==> src/core/ctrms_regs.vh <==
// constants for the clock tree, reset pin and mode select block
`ifndef CTRMS_REGS_VH
`define CTRMS_REGS_VH
// reset pin drive length, in bus clock cycles
`define CTRMS_RST_DRIVE_BUS_CYC 7'h22
// guard after own drive ends, covers the pin synchroniser delay
`define CTRMS_RST_GUARD_CYC     3'h4
// debug clock cycles per bit time on the debug link
`define CTRMS_DBG_BIT_CYC       5'h10
// length of the high speedup pulse, in clk_sys cycles
`define CTRMS_SPEEDUP_CYC       2'h2
// reset cause bit positions
`define CTRMS_CAUSE_POR         0
`define CTRMS_CAUSE_LVD         1
`define CTRMS_CAUSE_WDOG        2
`define CTRMS_CAUSE_ILOP        3
`define CTRMS_CAUSE_ILAD        4
`define CTRMS_CAUSE_DBGF        5
`define CTRMS_CAUSE_PIN         6
`define CTRMS_CAUSE_W           8
// reset values
`define CTRMS_CAUSE_RST         8'h01
// external clock source indices in the sampled vector
`define CTRMS_SRC_SLOW          0
`define CTRMS_SRC_ERCLK         1
`define CTRMS_SRC_IRCLK         2
`define CTRMS_SRC_FFCLK         3
`define CTRMS_SRC_TMRA_PIN      4
`define CTRMS_SRC_TMRB_PIN      5
`define CTRMS_SRC_SPEEDUP       6
`define CTRMS_SRC_N             7
// real-time counter source codes
`define CTRMS_RTC_SLOW          2'h0
`define CTRMS_RTC_ERCLK         2'h1
`define CTRMS_RTC_IRCLK         2'h2
// timer source codes
`define CTRMS_TMR_BUS           2'h0
`define CTRMS_TMR_FFCLK         2'h1
`define CTRMS_TMR_PIN           2'h2
`endif

==> src/core/ctrms_core.v <==
// clock tree enables, reset pin control and mode select capture
`timescale 1ns/10ps
`include "ctrms_regs.vh"
// Notes on behaviour
// - bus clock is primary clock-generator output divided by two
// - low-power 1 kHz clock selectable for watchdog and real-time counter
// - tools may pick the speedup clock as debug controller clock
// - external reference selectable for counter; alternate for converter and CAN
// - internal reference clock selectable as real-time counter source
// - fixed-frequency clock selectable as counting source of both timers
// - each timer may count its own external clock pin
// - after any reset the internally generated clock is in use
// - any reset drives the reset pin low about 34 bus cycles
// - reset cause is decoded and its status bit set
// - power-on and low-voltage detectors create resets internally
// - reset pin held low from outside puts the device in reset
// - pin selects mode during reset, carries debug link afterwards
// - undriven mode pin reads high, giving normal mode at release
// - mode pin low across reset release selects active background mode
// - a debug bit time lasts 16 debug controller clock cycles
// - debug controller clock may run at the bus clock rate
// - link drivers emit brief actively driven high speedup pulses
module ctrms_core #(
    parameter SRC_N = `CTRMS_SRC_N
) (
    input  wire                        clk_sys,
    input  wire                        rstn,
    input  wire                        low_power_1khz_clock,
    input  wire                        external_reference_clock,
    input  wire                        internal_reference_clock,
    input  wire                        fixed_frequency_clock,
    input  wire                        debug_speedup_clock,
    input  wire                        timer_a_external_clock_pin,
    input  wire                        timer_b_external_clock_pin,
    input  wire                        wdog_sel_slow,
    input  wire [1:0]                  rtc_sel,
    input  wire [1:0]                  timer_a_sel,
    input  wire [1:0]                  timer_b_sel,
    input  wire                        adc_sel_alt,
    input  wire                        can_sel_alt,
    input  wire                        dbg_sel_speedup,
    input  wire                        osc_sel_external,
    input  wire                        lvd_event,
    input  wire                        wdog_event,
    input  wire                        ilop_event,
    input  wire                        ilad_event,
    input  wire                        dbg_force_event,
    input  wire                        reset_pin_in,
    input  wire                        debug_mode_select_pin_in,
    input  wire                        dbg_tx_low,
    output reg                         bus_tick_q,
    output reg                         wdog_tick_q,
    output reg                         rtc_tick_q,
    output reg                         timer_a_tick_q,
    output reg                         timer_b_tick_q,
    output reg                         adc_alt_tick_q,
    output reg                         can_alt_tick_q,
    output reg                         dbg_tick_q,
    output reg                         dbg_bit_tick_q,
    output reg                         clk_internal_q,
    output reg                         reset_pin_out_q,
    output reg                         reset_pin_oe_q,
    output reg                         sys_reset_q,
    output reg [`CTRMS_CAUSE_W-1:0]    reset_cause_q,
    output reg                         bgnd_mode_q,
    output reg                         dbg_rx_q,
    output reg                         dms_out_q,
    output reg                         dms_oe_q
);

    // divider and source sampling
    reg                 div_q;
    wire [SRC_N-1:0]    src_raw;
    wire [SRC_N-1:0]    src_edge;

    assign src_raw = {debug_speedup_clock, timer_b_external_clock_pin,
                      timer_a_external_clock_pin, fixed_frequency_clock,
                      internal_reference_clock, external_reference_clock,
                      low_power_1khz_clock};

    // sources must stay below a quarter of clk_sys to be seen reliably
    genvar gi;
    generate
        for (gi = 0; gi < SRC_N; gi = gi + 1) begin : g_src
            reg s1_q;
            reg s2_q;
            reg s3_q;
            always @(posedge clk_sys or negedge rstn) begin
                if (!rstn) begin
                    s1_q <= 1'b0;
                    s2_q <= 1'b0;
                    s3_q <= 1'b0;
                end else begin
                    s1_q <= src_raw[gi];
                    s2_q <= s1_q;
                    s3_q <= s2_q;
                end
            end
            assign src_edge[gi] = s2_q & ~s3_q;
        end
    endgenerate

    // bus enable: one pulse every second clk_sys cycle
    always @(posedge clk_sys or negedge rstn) begin
        if (!rstn) begin
            div_q <= 1'b0;
        end else begin
            div_q <= ~div_q;
        end
    end

    wire bus_en = div_q;

    // peripheral clock selection
    reg rtc_d;
    reg tmra_d;
    reg tmrb_d;
    always @* begin
        case (rtc_sel)
            `CTRMS_RTC_ERCLK: rtc_d = src_edge[`CTRMS_SRC_ERCLK];
            `CTRMS_RTC_IRCLK: rtc_d = src_edge[`CTRMS_SRC_IRCLK];
            default:          rtc_d = src_edge[`CTRMS_SRC_SLOW];
        endcase
        case (timer_a_sel)
            `CTRMS_TMR_FFCLK: tmra_d = src_edge[`CTRMS_SRC_FFCLK];
            `CTRMS_TMR_PIN:   tmra_d = src_edge[`CTRMS_SRC_TMRA_PIN];
            default:          tmra_d = bus_en;
        endcase
        case (timer_b_sel)
            `CTRMS_TMR_FFCLK: tmrb_d = src_edge[`CTRMS_SRC_FFCLK];
            `CTRMS_TMR_PIN:   tmrb_d = src_edge[`CTRMS_SRC_TMRB_PIN];
            default:          tmrb_d = bus_en;
        endcase
    end

    // debug clock: bus rate by default, speedup clock when tools ask
    wire dbg_en = dbg_sel_speedup ? src_edge[`CTRMS_SRC_SPEEDUP] : bus_en;

    always @(posedge clk_sys or negedge rstn) begin
        if (!rstn) begin
            bus_tick_q     <= 1'b0;
            wdog_tick_q    <= 1'b0;
            rtc_tick_q     <= 1'b0;
            timer_a_tick_q <= 1'b0;
            timer_b_tick_q <= 1'b0;
            adc_alt_tick_q <= 1'b0;
            can_alt_tick_q <= 1'b0;
            dbg_tick_q     <= 1'b0;
        end else begin
            bus_tick_q     <= bus_en;
            wdog_tick_q    <= wdog_sel_slow ? src_edge[`CTRMS_SRC_SLOW] : bus_en;
            rtc_tick_q     <= rtc_d;
            timer_a_tick_q <= tmra_d;
            timer_b_tick_q <= tmrb_d;
            adc_alt_tick_q <= adc_sel_alt ? src_edge[`CTRMS_SRC_ERCLK] : bus_en;
            can_alt_tick_q <= can_sel_alt ? src_edge[`CTRMS_SRC_ERCLK] : bus_en;
            dbg_tick_q     <= dbg_en;
        end
    end

    // debug bit timing
    reg [4:0] bit_cnt_q;
    always @(posedge clk_sys or negedge rstn) begin
        if (!rstn) begin
            bit_cnt_q      <= 5'h00;
            dbg_bit_tick_q <= 1'b0;
        end else if (sys_reset_q) begin
            bit_cnt_q      <= 5'h00;
            dbg_bit_tick_q <= 1'b0;
        end else if (dbg_en) begin
            if (bit_cnt_q == `CTRMS_DBG_BIT_CYC - 5'h01) begin
                bit_cnt_q      <= 5'h00;
                dbg_bit_tick_q <= 1'b1;
            end else begin
                bit_cnt_q      <= bit_cnt_q + 5'h01;
                dbg_bit_tick_q <= 1'b0;
            end
        end else begin
            dbg_bit_tick_q <= 1'b0;
        end
    end

    // pin synchronisers
    reg rpin1_q;
    reg rpin2_q;
    reg dms1_q;
    reg dms2_q;
    always @(posedge clk_sys or negedge rstn) begin
        if (!rstn) begin
            rpin1_q <= 1'b1;
            rpin2_q <= 1'b1;
            dms1_q  <= 1'b1;
            dms2_q  <= 1'b1;
        end else begin
            rpin1_q <= reset_pin_in;
            rpin2_q <= rpin1_q;
            dms1_q  <= debug_mode_select_pin_in;
            dms2_q  <= dms1_q;
        end
    end

    // reset pin drive and cause capture
    reg [6:0] drv_cnt_q;
    reg [2:0] guard_q;
    wire      int_evt = lvd_event | wdog_event | ilop_event | ilad_event
                      | dbg_force_event;
    // own drive reads back low, so the pin is trusted only after the guard
    wire      pin_evt = ~rpin2_q & ~reset_pin_oe_q & (guard_q == 3'h0);
    wire      driving = reset_pin_oe_q;

    always @(posedge clk_sys or negedge rstn) begin
        if (!rstn) begin
            // power-on detector is the asynchronous reset itself
            drv_cnt_q      <= `CTRMS_RST_DRIVE_BUS_CYC;
            reset_pin_oe_q <= 1'b1;
            reset_pin_out_q <= 1'b0;
            guard_q        <= `CTRMS_RST_GUARD_CYC;
            reset_cause_q  <= `CTRMS_CAUSE_RST;
        end else begin
            reset_pin_out_q <= 1'b0;
            if (!driving && (int_evt || pin_evt)) begin
                drv_cnt_q      <= `CTRMS_RST_DRIVE_BUS_CYC;
                reset_pin_oe_q <= 1'b1;
                guard_q        <= `CTRMS_RST_GUARD_CYC;
                reset_cause_q  <= 8'h00;
                reset_cause_q[`CTRMS_CAUSE_LVD]  <= lvd_event;
                reset_cause_q[`CTRMS_CAUSE_WDOG] <= wdog_event;
                reset_cause_q[`CTRMS_CAUSE_ILOP] <= ilop_event;
                reset_cause_q[`CTRMS_CAUSE_ILAD] <= ilad_event;
                reset_cause_q[`CTRMS_CAUSE_DBGF] <= dbg_force_event;
                reset_cause_q[`CTRMS_CAUSE_PIN]  <= pin_evt & ~int_evt;
            end else if (driving) begin
                if (bus_en) begin
                    if (drv_cnt_q == 7'h01) begin
                        reset_pin_oe_q <= 1'b0;
                    end
                    drv_cnt_q <= drv_cnt_q - 7'h01;
                end
            end else if (guard_q != 3'h0) begin
                guard_q <= guard_q - 3'h1;
            end
        end
    end

    // system reset and mode capture
    always @(posedge clk_sys or negedge rstn) begin
        if (!rstn) begin
            sys_reset_q    <= 1'b1;
            bgnd_mode_q    <= 1'b0;
            clk_internal_q <= 1'b1;
        end else begin
            // held while driving, guarding or while the pin stays low outside
            sys_reset_q <= driving | (guard_q != 3'h0) | ~rpin2_q;
            if (sys_reset_q) begin
                clk_internal_q <= 1'b1;
            end else if (osc_sel_external) begin
                clk_internal_q <= 1'b0;
            end
            // one capture per release; later pin levels never touch the mode
            if (sys_reset_q && !(driving | (guard_q != 3'h0) | ~rpin2_q)) begin
                bgnd_mode_q <= ~dms2_q;
            end
        end
    end

    // debug link pin: pseudo open drain with speedup pulses
    reg       tx_low_prev_q;
    reg [1:0] spd_cnt_q;
    always @(posedge clk_sys or negedge rstn) begin
        if (!rstn) begin
            tx_low_prev_q <= 1'b0;
            spd_cnt_q     <= 2'h0;
            dms_out_q     <= 1'b0;
            dms_oe_q      <= 1'b0;
            dbg_rx_q      <= 1'b1;
        end else if (sys_reset_q) begin
            // mode select input during reset: never driven
            tx_low_prev_q <= 1'b0;
            spd_cnt_q     <= 2'h0;
            dms_out_q     <= 1'b0;
            dms_oe_q      <= 1'b0;
            dbg_rx_q      <= 1'b1;
        end else begin
            tx_low_prev_q <= dbg_tx_low;
            dbg_rx_q      <= dms2_q;
            if (tx_low_prev_q && !dbg_tx_low) begin
                spd_cnt_q <= `CTRMS_SPEEDUP_CYC;
            end else if (spd_cnt_q != 2'h0) begin
                spd_cnt_q <= spd_cnt_q - 2'h1;
            end
            if (dbg_tx_low) begin
                dms_out_q <= 1'b0;
                dms_oe_q  <= 1'b1;
            end else if (tx_low_prev_q || spd_cnt_q > 2'h1) begin
                // short active high pulse, then release to the pull-up
                dms_out_q <= 1'b1;
                dms_oe_q  <= 1'b1;
            end else begin
                dms_out_q <= 1'b0;
                dms_oe_q  <= 1'b0;
            end
        end
    end

endmodule

==> config.mk <==
export PLATFORM = sky130hd
export DESIGN_NAME = ctrms_core
export DESIGN_NICKNAME = d
export VERILOG_FILES = /design/src/core/ctrms_core.v
export VERILOG_INCLUDE_DIRS = /design/src /design/src/core
export SDC_FILE = /design/constraint.sdc
export NUM_CORES = 1
export LEC_CHECK = 0
export ABC_AREA = 1
export BUFFER_PORTS_ARGS = -buffer_cell sky130_fd_sc_hd__buf_2
export CELL_PAD_IN_SITES_DETAIL_PLACEMENT = 1
export CELL_PAD_IN_SITES_GLOBAL_PLACEMENT = 2
export CORE_MARGIN = 2
export CORE_UTILIZATION = 34
export CTS_CLUSTER_SIZE = 20
export DETAILED_ROUTE_END_ITERATION = 7
export GPL_TIMING_DRIVEN = 1
export PLACE_DENSITY_LB_ADDON = 0.05
export SLEW_MARGIN = 30
export SYNTH_ARGS = -nofsm -noshare
export SYNTH_HDL_FRONTEND = slang
export SYNTH_SLANG_ARGS = --single-unit
==> constraint.sdc <==
create_clock -name clk_sys -period 2 [get_ports clk_sys]
set_clock_uncertainty 0.05 [all_clocks]
set_input_delay 0.3 -clock clk_sys [delete_from_list [all_inputs] [get_ports clk_sys]]
set_output_delay 0.3 -clock clk_sys [all_outputs]
set_load 0.02 [all_outputs]
==> impl_results.md <==
* Status: finished clean
* CP required at 1.65 ns
* Die Wd at 93.2 um
* Post-route cell area at 3390 sq um
* Final nets at 364
* Drc violations at 0
* Global-route wire length before repair at 8.98 mm
* Vias/cell at 4.33
* PnR worst setup slack at 0.512 ns
* RSZ-0062 raised after global routing: no
* Async S/R FF share, synth at 1.00
* Startpoint Class: flip-flop
* Row Count at 32
* Share of the synthesized area in the top cell type at 0.509
* Mapped Area at 2710 sq um
* Drt pass-1 iters at 4
* Antenna Nets Post-Route at 0
* Synth Flop Type: dfrtp_1
* Hold Path Sink: g_src[3].s1_q$_DFF_PN0_
* Period minus WS final at 1.49 ns
* Area leader, netlist: dfrtp_1
* Slowest Stage Delay on Critical Path at 0.61 ns
* Die height at 93.2 um
* Share of cells above drive strength 1 at 0.290
* Synth top area cells: dfrtp_1, dfstp_2, nand2_1
* Post-Route WL at 5.16 mm
* Initial antenna violation count at 0
* Final setup viols at 0
* CP delay by family, top: flip-flops
* Crit path arrival time at 1.14 ns
* Count of cell types in the netlist at 32
* Area grow syn2layout at 25.4%
* CTS tree: yes
* All-Layer GR Usage at 0.136
* Worst Hold Class: in -> reg
* Gpl congestion at 0.739
* R2R depth at 9
* Syn avg cell area at 10.7 sq um
* Placeable Area at 7730 sq um
* Vias in the first global route at 1,912
* Grt ovf at 0
* YS warnings at 0
* CP Buf/Inv Count at 1
* FF+latch count, synth at 67
* Tcrit/Tclk final at 0.744
* Pleak at 1.75 nW
* Number of synthesized flops with an enable pin at 0
* Avg WL per Cell at 12.0 um
* Clk buf depth at 2
* Area post-placement at 3090 sq um
* Max-cap violations at 0
* CP Capture Type: output port
* Slew Limit Fails at 0
* R2R Path End: reset_cause_q[6]$_DFFE_PN0P_
* Final Hold Viols at 0
* Slowest cell on crit path: dfstp_2
* CTS Root Buffer Type: clkbuf_8
* Boundary pin count at 53
* Fmax at 672 MHz
* Peak VDD IR at 0.000299 V
* Die area at 8690 sq um
* Maximum number of pins on one net before global-route repair at 30
* R2R setup slack at 0.54 ns
* CTS Buf Count at 9
* Setup Crit Path Kind: reg -> out
* First DRT Iteration DRCs at 20
* Initial Util at 0.350
* CP Cell Sequence: buf_2
* Sequential area share after synthesis at 0.625
* Number of port buffers at 50
* Pre-CTS setup slack at 0.518 ns
* Worst Hold Depth at 1
* Synthesized instance count at 253
* CTS clk-pin slew, worst paths at 0.07 ns
* Ant. Diodes at 0
* Pwr dens at 832 nW/um^2
* Number of H-tree levels at 3
* Worst-Skew Late Latency at 0.34 ns
* Post-DP HPWL at 3.80 mm
* CP max FO at 8
* RR Startpoint: guard_q[0]$_DFFE_PN0P_
* Total vias in the final route at 1,860
* Setup TNS at 0 ns
* Hold path start: fixed_frequency_clock
* Clk sinks at 67
[cells by family after synthesis]
logic type	share of synthesized area
simple gates	0.170
flops	0.625
buf+inv	0.0680
compound gates	0.0523
fa+ha+maj	0.0601
xor+xnor	0.0227
other cells	0.00139
[how the worst max path moves through the flow]
stage                                       from                            to  cells past startpoint
after global routing      guard_q[0]$_DFFE_PN0P_  reset_cause_q[6]$_DFFE_PN0P_                      9
after global placement    guard_q[0]$_DFFE_PN0P_  reset_cause_q[6]$_DFFE_PN0P_                      9
after CTS                  sys_reset_q$_DFF_PN1_                   sys_reset_q                      1
after detailed placement  guard_q[0]$_DFFE_PN0P_  reset_cause_q[6]$_DFFE_PN0P_                      9
after floorplan           guard_q[0]$_DFFE_PN0P_  reset_cause_q[5]$_DFFE_PN0P_                     10
final                      sys_reset_q$_DFF_PN1_                   sys_reset_q                      1
[layout by cell type, fill, tap and decap left out, types with 2 or more instances in the layout]
master and n:
nand3b_1 3, bufinv_16 2, ha_1 13, nand2_2 3
dlygate4sd3_1 8, nor2_1 19, nand4_1 4, dfstp_2 12
buf_4 2, nand2_1 45, clkinvlp_4 2, xor2_1 6
inv_1 36, nor3_1 2, conb_1 2, nand3_1 15
nand2_4 2, clkbuf_8 10, o21ai_0 13, a21oi_1 6
dfrtp_1 55, buf_2 50, inv_2 2
[where the power goes]
group          internal, mW  switching [mW]
Clock                 0.735           0.518
Combinational        0.0644          0.0923
Sequential             1.40          0.0138
[what timing repair did]
| item | 4_1_cts | 5_1_grt |
|---|---|---|
| gates resized for setup | 0 | 0 |
| setup buffers | 0 | 0 |
| hold endpoints to repair | 33 | 1 |
| hold buffers | 7 | 1 |
[area by class of cell]
| cell class | instances | area [sq um] |
|---|---|---|
| sequential | 67 | 1690 |
| inverter | 39 | 149 |
| tap | 102 | 128 |
| clock buffer | 10 | 138 |
| fill | 878 | 4330 |
| clock inverter | 6 | 88.8 |
| multi-input combinational | 145 | 833 |
| timing repair buffer | 61 | 365 |
[flip-flops by register name (all words and copies together) (netlist names), 2 cells and up]
name	cells
g_src.s1_q	7
reset_cause_q	7
g_src.s2_q	7
spd_cnt_q	2
guard_q	3
g_src.s3_q	7
drv_cnt_q	7
bit_cnt_q	5
[stage by stage]
step	cells	hold WS [ns]	power [mW]	utilization
3_3_place_gp	406	0.103	1.59	0.399
4_1_cts	429	0.00113	2.88	0.438
5_1_grt	430	0.00568	2.96	0.439
6_report	430	0.0211	2.82	0.439
2_1_floorplan	254	-0.0456	1.50	-
3_5_place_dp	406	0.107	1.59	0.399
[Yosys cell counts (2+ instances only)]
cell and number:
xor2_1 6, nand3b_1 3, nor3_1 2, nand2_1 45
o21ai_0 13, nor2_1 19, inv_2 2, ha_1 13
dfstp_2 12, nand4_1 4, buf_4 2, a21oi_1 6
inv_1 36, dfrtp_1 55, nand3_1 15, nand2_2 3
nand2_4 2
[per-layer routing]
layer | wire length, um | up-vias | track usage
met4 | 138 | 0 | 0.0735
met5 | 0 | - | 0
li1 | - | 929 | -
met3 | 246 | 11 | 0.0387
met2 | 2420 | 40 | 0.214
met1 | 2360 | 880 | 0.170
No activity file was read; power rests on OpenSTA's default activity.
